==> config.mk <==
export PLATFORM = sky130hd
export DESIGN_NAME = dvr_volume_ramp
export DESIGN_NICKNAME = d
export VERILOG_FILES = /design/src/shared/dvr_pkg.sv /design/src/hw/dvr_zero_run.sv /design/src/hw/dvr_volume_ramp.sv
export VERILOG_INCLUDE_DIRS = /design/src /design/src/shared
export SDC_FILE = /design/constraint.sdc
export NUM_CORES = 1
export LEC_CHECK = 0
export ABC_CLOCK_PERIOD_IN_PS = 11000
export CORE_UTILIZATION = 45
export DETAILED_ROUTE_END_ITERATION = 8
export DONT_BUFFER_PORTS = 1
export PLACE_DENSITY = 0.64
export SYNTH_ARGS = -nofsm -noshare
export SYNTH_HDL_FRONTEND = slang
export SYNTH_HIERARCHICAL = 1
export SYNTH_SLANG_ARGS = --single-unit
==> constraint.sdc <==
create_clock -name CLK -period 11 [get_ports CLK]
set_input_delay 1.1 -clock CLK [delete_from_list [all_inputs] [get_ports CLK]]
set_output_delay 1.1 -clock CLK [all_outputs]
set_load 0.01 [all_outputs]
==> src/shared/dvr_defines.svh <==
// register offsets, field positions, reset values and timing figures of the volume ramp block
`ifndef DVR_DEFINES_SVH
`define DVR_DEFINES_SVH
// register indices; each register sits on a word, at four times its index on the bus
`define DVR_OFF_LEVEL      8'h4C
`define DVR_OFF_RAMP       8'h4E
`define DVR_OFF_EMERG      8'h4F
`define DVR_OFF_SILENCE    8'h50
`define DVR_OFF_RUNLEN     8'h51
`define DVR_OFF_STATUS     8'h60
`define DVR_RST_LEVEL      8'h30
`define DVR_RST_RAMP       8'h33
`define DVR_RST_EMERG      8'h30
`define DVR_RST_SILENCE    8'h07
`define DVR_RST_RUNLEN     8'h00
`define DVR_CODE_UNITY     8'h30
`define DVR_CODE_MUTE      8'hFF
`define DVR_FALL_IVL_HI    7
`define DVR_FALL_INC_HI    5
`define DVR_RISE_IVL_HI    3
`define DVR_RISE_INC_HI    1
`define DVR_SIL_LEFT       0
`define DVR_SIL_RIGHT      1
`define DVR_SIL_BOTH       2
`define DVR_RUN_LEFT_HI    6
`define DVR_RUN_RIGHT_HI   2
`define DVR_IVL_INSTANT    2'b11
// zero-run limits in sample periods, 11.5 ms .. 5.33 s at 96 kHz
`define DVR_RUN_LIM0       20'h00450
`define DVR_RUN_LIM1       20'h013E0
`define DVR_RUN_LIM2       20'h027F0
`define DVR_RUN_LIM3       20'h063F0
`define DVR_RUN_LIM4       20'h0C8A0
`define DVR_RUN_LIM5       20'h18F60
`define DVR_RUN_LIM6       20'h3E760
`define DVR_RUN_LIM7       20'h7CEC0
`endif

==> src/shared/dvr_pkg.sv <==
// types of the volume ramp block
package dvr_pkg;
  typedef enum logic [1:0]
  {
    DVR_HOLD = 2'b00,
    DVR_RISE = 2'b01,
    DVR_FALL = 2'b10,
    DVR_EMRG = 2'b11
  } dvr_ramp_t;
endpackage

==> src/hw/dvr_zero_run.sv <==
// zero-run detector for one channel, qualifies the channel for auto silence
`timescale 1ns/100ps
`default_nettype none
`include "dvr_defines.svh"
module dvr_zero_run
  import dvr_pkg::*;
#(
  parameter int SW = 24
)
(
  input  wire logic          clk,
  input  wire logic          rst,
  input  wire logic          tick,
  input  wire logic [SW-1:0] sample,
  input  wire logic [2:0]    run_sel,
  output logic               qualified
);
  logic [19:0] run_count;
  logic [19:0] run_limit;
  // run lengths in sample periods at 96 kHz (11.5 ms .. 5.33 s)
  always_comb
  begin
    case (run_sel)
      3'h0:    run_limit = `DVR_RUN_LIM0;
      3'h1:    run_limit = `DVR_RUN_LIM1;
      3'h2:    run_limit = `DVR_RUN_LIM2;
      3'h3:    run_limit = `DVR_RUN_LIM3;
      3'h4:    run_limit = `DVR_RUN_LIM4;
      3'h5:    run_limit = `DVR_RUN_LIM5;
      3'h6:    run_limit = `DVR_RUN_LIM6;
      default: run_limit = `DVR_RUN_LIM7;
    endcase
  end
  // count consecutive zero samples; saturates at the limit
  always_ff @(posedge clk or posedge rst)
  begin
    if (rst)
      run_count <= 20'h00000;
    else if (tick)
      run_count <= (sample != '0) ? 20'h00000 :
                   (run_count >= run_limit) ? run_count : run_count + 20'h00001;
  end
  assign qualified = (run_count >= run_limit);
endmodule
`default_nettype wire

==> src/hw/dvr_volume_ramp.sv <==
// stereo digital volume ramp with emergency fall and auto silence, APB registers
`timescale 1ns/100ps
`default_nettype none
`include "dvr_defines.svh"
// Overview of operation
// one 8-bit code scales both channels
// 0x00 +24dB, 0x30 unity, 0xFF mute
// fall interval 1,2,4 periods or instant
// fall step 4,2,1,0.5 dB
// rise interval 1,2,4 periods or instant
// rise step 4,2,1,0.5 dB
// emergency fall interval, instant at 11
// emergency fall step, independent setting
// bit0 enables left auto silence
// bit1 enables right auto silence
// bit2 silences only when both qualify
// qualify after programmed zero run
// ramp toward target, stop exactly; an instant fall goes straight to mute (0xFF) instead of stopping at the target
module dvr_volume_ramp
  import dvr_pkg::*;
#(
  parameter int SW = 24
)
(
  input  wire logic          CLK,
  input  wire logic          RST,
  input  wire logic          PSEL,
  input  wire logic          PENABLE,
  input  wire logic          PWRITE,
  input  wire logic [9:0]    PADDR,
  input  wire logic [31:0]   PWDATA,
  output logic [31:0]        PRDATA,
  output logic               PREADY,
  output logic               PSLVERR,
  input  wire logic          SAMPLE_TICK,
  input  wire logic [SW-1:0] LEFT_IN,
  input  wire logic [SW-1:0] RIGHT_IN,
  input  wire logic          EMERGENCY,
  output logic [7:0]         APPLIED_CODE,
  output logic               LEFT_SILENT,
  output logic               RIGHT_SILENT
);
  // ****************************************
  // register file
  // ****************************************
  logic [7:0] master_gain_code;
  logic [7:0] ramp_rates;
  logic [7:0] emerg_rates;
  logic [7:0] silence_ctrl;
  logic [7:0] run_lengths;
  logic       emerg_s1;
  logic       emerg_s2;
  logic [7:0] applied;
  logic [1:0] ivl_count;
  dvr_ramp_t  mode;

  wire        acc       = PSEL & PENABLE;
  wire        wr        = acc & PWRITE;
  // byte address is four times the index, so a misaligned address hits nothing
  wire        hit_level = (PADDR == {`DVR_OFF_LEVEL, 2'b00});
  wire        hit_ramp  = (PADDR == {`DVR_OFF_RAMP, 2'b00});
  wire        hit_emerg = (PADDR == {`DVR_OFF_EMERG, 2'b00});
  wire        hit_sil   = (PADDR == {`DVR_OFF_SILENCE, 2'b00});
  wire        hit_run   = (PADDR == {`DVR_OFF_RUNLEN, 2'b00});
  wire        hit_stat  = (PADDR == {`DVR_OFF_STATUS, 2'b00});
  wire        hit_any   = hit_level | hit_ramp | hit_emerg | hit_sil | hit_run | hit_stat;

  // zero-wait slave; unmapped addresses and status writes answer with an error
  assign PREADY  = 1'b1;
  assign PSLVERR = acc & (~hit_any | (PWRITE & hit_stat));

  // software writes take effect at the access edge
  always_ff @(posedge CLK or posedge RST)
  begin
    if (RST)
    begin
      master_gain_code <= `DVR_RST_LEVEL;
      ramp_rates       <= `DVR_RST_RAMP;
      emerg_rates      <= `DVR_RST_EMERG;
      silence_ctrl     <= `DVR_RST_SILENCE;
      run_lengths      <= `DVR_RST_RUNLEN;
    end
    else if (wr)
    begin
      if (hit_level) master_gain_code <= PWDATA[7:0];
      if (hit_ramp)  ramp_rates       <= PWDATA[7:0];
      if (hit_emerg) emerg_rates      <= PWDATA[7:0];
      if (hit_sil)   silence_ctrl     <= PWDATA[7:0];
      if (hit_run)   run_lengths      <= PWDATA[7:0];
    end
  end

  // read mux; status shows the ramp mode and silence flags
  wire [7:0] rd_byte =
    hit_level ? master_gain_code :
    hit_ramp  ? ramp_rates :
    hit_emerg ? emerg_rates :
    hit_sil   ? silence_ctrl :
    hit_run   ? run_lengths :
    hit_stat  ? {LEFT_SILENT, RIGHT_SILENT, 4'h0, mode} : 8'h00;

  always_ff @(posedge CLK or posedge RST)
  begin
    if (RST)
      PRDATA <= 32'h00000000;
    else
      PRDATA <= {24'h000000, rd_byte};
  end

  // ****************************************
  // emergency input synchroniser
  // ****************************************
  // the pin is asynchronous, so only the second stage is looked at
  always_ff @(posedge CLK or posedge RST)
  begin
    if (RST)
    begin
      emerg_s1 <= 1'b0;
      emerg_s2 <= 1'b0;
    end
    else
    begin
      emerg_s1 <= EMERGENCY;
      emerg_s2 <= emerg_s1;
    end
  end

  // ****************************************
  // ramp engine
  // ****************************************
  // step in half-dB codes: 00 -> 4 dB .. 11 -> 0.5 dB
  function automatic logic [7:0] step_codes(input logic [1:0] sel);
    step_codes = 8'h08 >> sel;
  endfunction

  // interval in sample periods minus one
  function automatic logic [1:0] ivl_last(input logic [1:0] sel);
    ivl_last = (sel == 2'b00) ? 2'h0 : (sel == 2'b01) ? 2'h1 : 2'h3;
  endfunction

  // in emergency the target is full mute, otherwise the programmed code
  wire [7:0] target    = emerg_s2 ? `DVR_CODE_MUTE : master_gain_code;
  wire       falling   = applied < target;  // higher code means lower gain
  wire       rising    = applied > target;
  wire [1:0] fall_ivl  = emerg_s2 ? emerg_rates[`DVR_FALL_IVL_HI -: 2]
                                  : ramp_rates[`DVR_FALL_IVL_HI -: 2];
  wire [1:0] fall_inc  = emerg_s2 ? emerg_rates[`DVR_FALL_INC_HI -: 2]
                                  : ramp_rates[`DVR_FALL_INC_HI -: 2];
  wire [1:0] rise_ivl  = ramp_rates[`DVR_RISE_IVL_HI -: 2];
  wire [1:0] rise_inc  = ramp_rates[`DVR_RISE_INC_HI -: 2];
  wire [1:0] cur_ivl   = falling ? fall_ivl : rise_ivl;
  wire       instant   = (cur_ivl == `DVR_IVL_INSTANT);
  wire       update    = SAMPLE_TICK & (instant | (ivl_count >= ivl_last(cur_ivl)));
  wire [7:0] gap_down  = target - applied;
  wire [7:0] gap_up    = applied - target;
  wire [7:0] fstep     = step_codes(fall_inc);
  wire [7:0] rstep     = step_codes(rise_inc);

  // instant fall goes straight to mute; instant rise restores the target
  wire [7:0] next_applied =
    ~update               ? applied :
    (falling & instant)   ? `DVR_CODE_MUTE :
    falling               ? ((gap_down <= fstep) ? target : applied + fstep) :
    (rising & instant)    ? target :
    rising                ? ((gap_up <= rstep) ? target : applied - rstep) :
                            applied;

  wire dvr_ramp_t next_mode = emerg_s2 & falling ? DVR_EMRG :
                              falling ? DVR_FALL : rising ? DVR_RISE : DVR_HOLD;

  // interval counter restarts after every update
  always_ff @(posedge CLK or posedge RST)
  begin
    if (RST)
    begin
      applied   <= `DVR_RST_LEVEL;
      ivl_count <= 2'h0;
      mode      <= DVR_HOLD;
    end
    else
    begin
      applied   <= next_applied;
      mode      <= next_mode;
      if (update | ~(falling | rising))
        ivl_count <= 2'h0;
      else if (SAMPLE_TICK)
        ivl_count <= ivl_count + 2'h1;
    end
  end
  assign APPLIED_CODE = applied;

  // ****************************************
  // auto silence
  // ****************************************
  logic left_q;
  logic right_q;
  logic left_sil;
  logic right_sil;

  dvr_zero_run #(.SW(SW)) u_left
  (
    .clk       (CLK),
    .rst       (RST),
    .tick      (SAMPLE_TICK),
    .sample    (LEFT_IN),
    .run_sel   (run_lengths[`DVR_RUN_LEFT_HI -: 3]),
    .qualified (left_q)
  );

  dvr_zero_run #(.SW(SW)) u_right
  (
    .clk       (CLK),
    .rst       (RST),
    .tick      (SAMPLE_TICK),
    .sample    (RIGHT_IN),
    .run_sel   (run_lengths[`DVR_RUN_RIGHT_HI -: 3]),
    .qualified (right_q)
  );

  // joint mode waits for both enabled channels to qualify together
  wire left_ok  = silence_ctrl[`DVR_SIL_LEFT] & left_q;
  wire right_ok = silence_ctrl[`DVR_SIL_RIGHT] & right_q;
  wire both     = silence_ctrl[`DVR_SIL_BOTH];
  wire next_left_sil  = both ? (left_ok & right_ok) : left_ok;
  wire next_right_sil = both ? (left_ok & right_ok) : right_ok;

  always_ff @(posedge CLK or posedge RST)
  begin
    if (RST)
    begin
      left_sil  <= 1'b0;
      right_sil <= 1'b0;
    end
    else
    begin
      left_sil  <= next_left_sil;
      right_sil <= next_right_sil;
    end
  end
  assign LEFT_SILENT  = left_sil;
  assign RIGHT_SILENT = right_sil;

  // ****************************************
  // checks
  // ****************************************
  chk_code_holds_idle: assert property (@(posedge CLK) disable iff (RST)
    !SAMPLE_TICK |=> applied == $past(applied)) else $error("code moved without tick");
  chk_no_overshoot_fall: assert property (@(posedge CLK) disable iff (RST)
    (falling && !instant && !$changed(target)) |=> applied <= $past(target))
    else $error("fall overshoot");
  chk_no_overshoot_rise: assert property (@(posedge CLK) disable iff (RST)
    (rising && !$changed(target)) |=> applied >= $past(target)) else $error("rise overshoot");
  chk_instant_fall_mute: assert property (@(posedge CLK) disable iff (RST)
    (SAMPLE_TICK && falling && fall_ivl == 2'b11) |=> applied == 8'hFF)
    else $error("instant fall did not mute");
  chk_instant_rise_set: assert property (@(posedge CLK) disable iff (RST)
    (SAMPLE_TICK && rising && rise_ivl == 2'b11) |=> applied == $past(target))
    else $error("instant rise missed target");
  chk_fall_step_size: assert property (@(posedge CLK) disable iff (RST)
    (update && falling && !instant && gap_down > fstep) |=> applied == $past(applied) + $past(fstep))
    else $error("fall step wrong");
  chk_rise_step_size: assert property (@(posedge CLK) disable iff (RST)
    (update && rising && !instant && gap_up > rstep) |=> applied == $past(applied) - $past(rstep))
    else $error("rise step wrong");
  chk_emerg_to_mute: assert property (@(posedge CLK) disable iff (RST)
    (SAMPLE_TICK && emerg_s2 && applied != `DVR_CODE_MUTE
     && emerg_rates[`DVR_FALL_IVL_HI -: 2] == `DVR_IVL_INSTANT)
    |=> applied == `DVR_CODE_MUTE) else $error("emergency instant mute missed");
  chk_left_enable: assert property (@(posedge CLK) disable iff (RST)
    !silence_ctrl[0] |=> !LEFT_SILENT) else $error("left silenced while disabled");
  chk_joint_silence: assert property (@(posedge CLK) disable iff (RST)
    both |=> LEFT_SILENT == RIGHT_SILENT) else $error("joint silence split");
endmodule
`default_nettype wire

==> results.md, run 1 <==
- Worst Max-Slew Pin Slew: roughly 0.91 ns
- Worst reg2reg endpoint: APPLIED_CODE[2]
- Worst-path clk slew: 0.07 ns
- Hold-fix buffer count after cts: 0
- Worst vdd ir: ~0.08 mV
- Largest family of logic cells by synthesized area: simple AND/OR/NAND/NOR gates
- Clock Tree Root: clkbuf_16
- Family with the most delay on the worst path: simple AND/OR/NAND/NOR gates
- Status: completed
- Arrival @ worst endpoint: about 4.9 ns
- Synth Cell Area: ~8600 um2
- Met3 wire length: 1106 um
- CTS tree: done
- RR Startpoint: emerg_s2
- Die width: ~140 um
- Share of post-route cells with drive strength above 1: 0.1194
- Congestion Overflow GR: 0
- Initial Utilization: 0.4598
- WP data required: around 11 ns
- Reg2reg setup slack: roughly 6.3 ns
- Max-slew violations: 0
- Fin nets: about 1100
- # IOs: around 140
- Startpoint type of the worst setup path: register
- Synth Warn #: 6
- Cell Pwr Density: about 150 nW/um2
- Most numerous cell in the Yosys netlist: dfrtp_1
- Vias in the first global route: between 6000 and 7000
- Clk buf depth: 2
- Mapped Cells: slightly below 1000
- Buffers added on ports: 0
- Worst hold path class: reg -> reg
- Post-synthesis xor/xnor area fraction: 0.01827
- Core Region: 18770 um2
- Yosys top cell by area: dfrtp_1
- Clock Skew: 0.009215 ns
- Dominant synthesized flop cell: dfrtp_1
- Mux share of post-synthesis cell area: 0.07858
- Compound-gate portion of the synthesized area: 0.1747
- F_max: approximately 210 MHz
- Syn_area_per_cell: approximately 9 um2
- DRC Markers: 0
- Area share of the largest cell type after synthesis: 0.2639
- Async SR Flop Fraction: 1.000
- Num CTS Buffers: 9
- Total die area: ~20000 um2
- Crit-path max cell delay: around 0.67 ns
- 1st-iter DRT viols: 705
- # setup viols final: 0
- Largest net degree at the start of global routing: 65
- WL/cell: between 15 and 20 um
- H-tree levels: 3
- Placement Rows: 50
- Final hold vios: 0
- Initial antenna violation count: 0
- Skew-Pair Late Insertion Delay: between 0.3 and 0.4 ns
- Slowest cell on crit path: dfrtp_1
- Met2 routed WL: approximately 10000 um
- Worst rel slew slack: 0.3880
- GP Congestion: between 0.9 and 1
- Buffers & Inverters on Critical Path: 1
- Worst Min Path Start: emerg_s1
- Final core occ: 0.4737
- Sequential-to-total area share from yosys stat: 0.3035
- Leading post-synthesis cells by cell area: dfrtp_1, ha_1, mux2_2, dfstp_2, nand2_1
- Fin crit period: roughly 4.7 ns
- Number of synthesized register bits: approximately 100
- Resized Gates After CTS: 0
- Count of unique library cells instantiated by Yosys: 85
- Post-synth EDFFs: 0
- CTS sink cnt: around 100
- Area Overhead vs Synth: 3.016%
- Synth top cells by count: dfrtp_1, nand2_1, ha_1
- Setup bufs post-CTS: 0
- Synth Area in Simple Gates: 0.2440
- Period utilization: 0.4262
- RSZ-0062 raised after global routing: false
- Worst Setup End Kind: register
- Hold Path Stages: 0
- Final wirelength: about 22000 um
- Lkg Pwr: roughly 3.8 nW
- Setup_tns: 0 ns
- Post-Route M1 WL: 10190 um
- Crit Path Max Fanout: 24
- Ant diodes: 0
- Setup CP Type: reg -> reg
- DR vias/cell: 6.258
- Hold path endpoint: emerg_s2
- Via count: between 7000 and 8000
- Cells along the critical path: nor2_1 -> inv_1 -> ha_1 -> nand2_1 -> nor2_1 -> o21ai_1 -> nand2_2 -> nor2_1 -> a21oi_1 -> o211ai_1 -> ha_1 -> nand2b_1 -> a21oi_1 -> o211ai_1 -> nand3b_1 -> a21oi_1 -> a32oi_1
- Hpwl dp: approximately 16000 um
- Global-route wire length before repair: 35170 um
- R2R depth: 17
- Adder-cell share of the synthesized area: 0.1027
- Max Cap Viol: 0
- Highest routing layer actually used: met4
- Chip height: 140.5 um
- Final ANT Viol Nets: 0
- Global Route Usage Sum: 0.2237
- Drt first pass iters: 5
## layout by cell type, fill, tap and decap left out, types with 7 or more instances in the layout
cell type,netlist,final
nor3_1,28,28
o21ai_1,14,14
o311ai_0,22,22
and2_1,8,8
clkbuf_16,0,9
nand3_1,44,44
nand2_1,83,83
nor2_1,50,50
and3_1,7,7
ha_1,66,66
a221o_1,8,8
o21ai_0,30,30
dfstp_2,13,13
nand4b_1,8,8
dfrtp_1,91,91
o211ai_1,18,18
nand2b_1,10,10
nor4_1,32,32
a21oi_1,35,35
inv_1,51,50
nand4_1,36,36
o22ai_1,7,7
conb_1,2,25
xnor2_1,13,13
mux2i_1,19,19
a41oi_1,8,8
nor2b_1,18,18
buf_4,31,7
mux2_2,41,41
## layer usage
layer	track usage	vias up
met5	0	-
met4	0.06178	0
met3	0.03692	23
met2	0.3555	227
met1	0.3134	3555
li1	-	3529
## layout make-up
type / count / area [um2]
clock buffers: 10 / 229.0
multi-input cells: 758 / 5441
clock inverters: 6 / 56.30
flip-flops and latches: 104 / 2619
fillers: 1825 / 9878
well taps: 234 / 292.8
inverters: 53 / 198.9
repair buffers: 7 / 52.55
## cell families (layout without fill, tap and decap cells)
kind of cell / Yosys count / after routing
xor+xnor: 18 / 18
flops: 104 / 104
simple gates: 375 / 375
compound gates: 209 / 209
other cells: 2 / 25
buf+inv: 131 / 76
fa+ha+maj: 69 / 69
mux: 62 / 62
## through the flow
| stage | setup slack, ns | instances | power [mW] | area, um2 | hold WS [ns] |
|---|---|---|---|---|---|
| 2_1_floorplan | 7.382 | 993 | 0.8855 | 8716 | 0.3312 |
| 3_3_place_gp | 6.433 | 1156 | 0.9696 | 8605 | 0.3476 |
| 3_5_place_dp | 6.376 | 1156 | 0.9743 | 8605 | 0.3364 |
| 4_1_cts | 6.337 | 1172 | 1.299 | 8890 | 0.3656 |
| 5_1_grt | 5.944 | 1172 | 1.379 | 8890 | 0.3748 |
| 6_report | 6.311 | 1172 | 1.293 | 8890 | 0.3597 |
## worst max path at each step
stage	start	endpoint	slack, ns	cells after the start
2_1_floorplan	emerg_s2	APPLIED_CODE[0]	7.38	17
3_3_place_gp	emerg_s2	APPLIED_CODE[2]	6.43	17
3_5_place_dp	emerg_s2	APPLIED_CODE[2]	6.38	17
4_1_cts	emerg_s2	APPLIED_CODE[2]	6.34	17
5_1_grt	emerg_s2	APPLIED_CODE[2]	5.94	17
6_report	emerg_s2	APPLIED_CODE[2]	6.31	17
## where the power goes
| part | leakage (nW) | internal, mW | switching, mW |
|---|---|---|---|
| logic | 2.27 | 0.213 | 0.310 |
| registers | 1.38 | 0.404 | 0.0460 |
| clock network | 0.138 | 0.160 | 0.160 |
| total | 3.79 | 0.777 | 0.516 |
## sequential cells by signal, indices dropped and copies added (netlist names), 2 cells and up
name               count
APPLIED_CODE           8
PRDATA                 8
emerg_rates            8
ivl_count              2
master_gain_code       8
mode                   2
ramp_rates             8
run_lengths            8
silence_ctrl           8
u_left/run_count      20
u_right/run_count     20
Note: power is estimated with default switching activity, not from simulation.
==> inputs of run 2 (changes only) <==
Settings changed: ABC_CLOCK_PERIOD_IN_PS 11000 to 3800, PLACE_DENSITY 0.64 to 0.66.
Clock period 11 ns to 3.8 ns, I/O delays scaled along.
==> results.md, run 2 (synthesized netlist as in run 1, its figures left out) <==
- Largest net degree at the start of global routing: 35 (was 65)
- Buffers added on ports: 0 (unchanged)
- Worst Setup End Kind: register (unchanged)
- CP Depth: 17 (unchanged)
- Skew-Pair Late Insertion Delay: 0.36 ns (about the same)
- Crit-path max cell delay: 0.51 ns (was 0.67 ns)
- Worst Max-Slew Pin Slew: 1.019 ns (was 0.9131 ns)
- Clock Tree Root: clkbuf_16 (unchanged)
- Final ANT Viol Nets: 0 (unchanged)
- Via count: 7362 (was 7334)
- Slowest cell on crit path: dfrtp_2 (was dfrtp_1)
- Area Overhead vs Synth: 5.278% (was 3.016%)
- Period utilization: 0.9186 (was 0.4262)
- Vias in the first global route: 6931 (was 6660)
- Worst rel slew slack: 0.3178 (was 0.3880)
- Status: finished, violations left (was completed)
- Hpwl dp: 16190 um (was 15670 um)
- Max-slew violations: 0 (unchanged)
- Total power: 3.877 mW (was 1.293 mW)
- WL/cell: 18.39 um (was 18.65 um)
- 1st-iter DRT viols: 538 (was 705)
- R2R depth: 17 (unchanged)
- Worst hold slack: -0.002929 ns (was 0.3597 ns)
- Initial antenna violation count: 0 (unchanged)
- Worst-path clk slew: 0.08 ns (was 0.07 ns)
- RR Startpoint: emerg_s2 (unchanged)
- Placement Rows: 50 (unchanged)
- Global-route wire length before repair: 36120 um (was 35170 um)
- CTS tree: done (unchanged)
- Cell Pwr Density: 426.8 nW/um2 (was 145.4 nW/um2)
- Core Region: 18770 um2 (unchanged)
- Share of post-route cells with drive strength above 1: 0.1429 (was 0.1194)
- Layout fillers: 1849 (was 1825)
- Final hold vios: 9 (was 0)
- Num CTS Buffers: 9 (unchanged)
- Violated checks: hold timing
- Global Route Usage Sum: 0.2277 (was 0.2237)
- Chip height: 140.5 um (unchanged)
- Fin crit period: 3.491 ns (was 4.689 ns)
- WP data required: 4.09 ns (was 11.19 ns)
- RSZ-0062 raised after global routing: false (unchanged)
- Worst hold path class: in -> async (was reg -> reg)
- Cells along the critical path: nor2_1 -> inv_1 -> ha_1 -> and2_2 -> o21a_1 -> o21ai_1 -> nand2_2 -> a21oi_2 -> o211ai_1 -> ha_1 -> nand2b_1 -> a21oi_1 -> o211ai_1 -> nand3b_1 -> buf_4 -> nand2_1 -> o21ai_1 (was nor2_1 -> inv_1 -> ha_1 -> nand2_1 -> nor2_1 -> o21ai_1 -> nand2_2 -> nor2_1 -> a21oi_1 -> o211ai_1 -> ha_1 -> nand2b_1 -> a21oi_1 -> o211ai_1 -> nand3b_1 -> a21oi_1 -> a32oi_1)
- DRC Markers: 0 (unchanged)
- H-tree levels: 3 (unchanged)
- Setup slack after layout: 0.3094 ns (was 6.311 ns)
- CTS sink cnt: 104 (unchanged)
- Final wirelength: 21940 um (was 21860 um)
- Cell total after placement: 1176 (was 1156)
- Worst reg2reg endpoint: APPLIED_CODE[7] (was APPLIED_CODE[2])
- Commonest non-fill, non-tap cells in the layout: dfrtp_1, nand2_1, ha_1 (unchanged)
- Family with the most delay on the worst path: simple AND/OR/NAND/NOR gates (unchanged)
- Fin nets: 1120 (was 1099)
- Clk buf depth: 2 (unchanged)
- Die width: 140.5 um (unchanged)
- Max Cap Viol: 0 (unchanged)
- Initial Utilization: 0.4598 (unchanged)
- Buffers & Inverters on Critical Path: 2 (was 1)
- GP Congestion: 0.9208 (was 0.9059)
- # IOs: 141 (unchanged)
- Top flop regs: u_left/run_count: 20 flops, u_right/run_count: 20 flops (unchanged)
- DR vias/cell: 6.171 (was 6.258)
- Drt first pass iters: 5 (unchanged)
- Setup_tns: 0 ns (unchanged)
- Total die area: 19730 um2 (unchanged)
- Leading cell type in the layout, fill and taps excluded: dfrtp_1 (unchanged)
- Finished Cell Area: 9085 um2 (was 8890 um2)
- Setup CP Type: reg -> reg (unchanged)
- Worst slack, placed: 0.1847 ns (was 6.376 ns)
- Finished Layout Cells: 1193 (was 1172)
- Arrival @ worst endpoint: 3.78 ns (was 4.88 ns)
- F_max: 286.5 MHz (was 213.3 MHz)
- Cell Area, Placed: 8755 um2 (was 8605 um2)
- Congestion Overflow GR: 0 (unchanged)
- Worst vdd ir: 0.2736 mV (was 0.08111 mV)
- Reg2reg setup slack: 0.31 ns (was 6.31 ns)
- Crit Path Max Fanout: 12 (was 24)
- Ant diodes: 0 (unchanged)
- # setup viols final: 0 (unchanged)
- Lkg Pwr: 3.904 nW (was 3.794 nW)
- Startpoint type of the worst setup path: register (unchanged)
- Clock Skew: 0.01180 ns (was 0.009215 ns)
## run 2: changes by cell type in the layout (fill, tap and decap cells not counted), sizes merged
| cell | change |
|---|---|
| clkinv | +3 |
| clkinvlp | -1 |
| inv | -1 |
| clkbuf | -1 |
| buf | +21 |
## run 2: stage by stage
| step | util | hold slack, ns |
|---|---|---|
| final | 0.4841 | -0.002929 |
| after global routing | 0.4841 | 0.03030 |
| after CTS | 0.4833 | 0.01263 |
| after detailed placement | 0.4665 | 0.3434 |
| after global placement | 0.4665 | 0.3684 |
| after floorplan | - | 0.3312 |
## run 2: where the power goes
| part | leakage, nW | internal (mW) | switching [mW] |
|---|---|---|---|
| clock network | 0.152 | 0.478 | 0.501 |
| registers | 1.38 | 1.17 | 0.0844 |
| logic | 2.37 | 0.687 | 0.955 |
| total | 3.90 | 2.34 | 1.54 |
## run 2: cell type report
class	count	area, um2	share of cell area
repair buffers	28	210.2	0.02314
clock buffers	9	225.2	0.02479
clock inverters	7	91.34	0.01005
well taps	234	292.8	0.03223
inverters	53	198.9	0.02190
multi-input cells	758	5446	0.5995
flip-flops and latches	104	2620	0.2884
## run 2: worst max path at each step
stage	start	to	slack (ns)
2_1_floorplan	emerg_s2	APPLIED_CODE[0]	0.18
3_3_place_gp	emerg_s2	APPLIED_CODE[3]	0.27
3_5_place_dp	emerg_s2	APPLIED_CODE[7]	0.18
4_1_cts	emerg_s2	APPLIED_CODE[7]	0.14
5_1_grt	emerg_s2	APPLIED_CODE[6]	0.008
6_report	emerg_s2	APPLIED_CODE[7]	0.31
## run 2: routing by layer
metal / wire (um) / track usage
met3: 963 / 0.03111
met5: 0 / 0
met4: 306 / 0.05778
met1: 10200 / 0.3092
met2: 10470 / 0.3813
## run 2: what timing repair did
| action | CTS | global route |
|---|---|---|
| setup buffers | 0 | 1 |
| gates resized for setup | 0 | 3 |
| hold buffers | 0 | 0 |
| endpoints found under the setup margin | 0 | 9 |
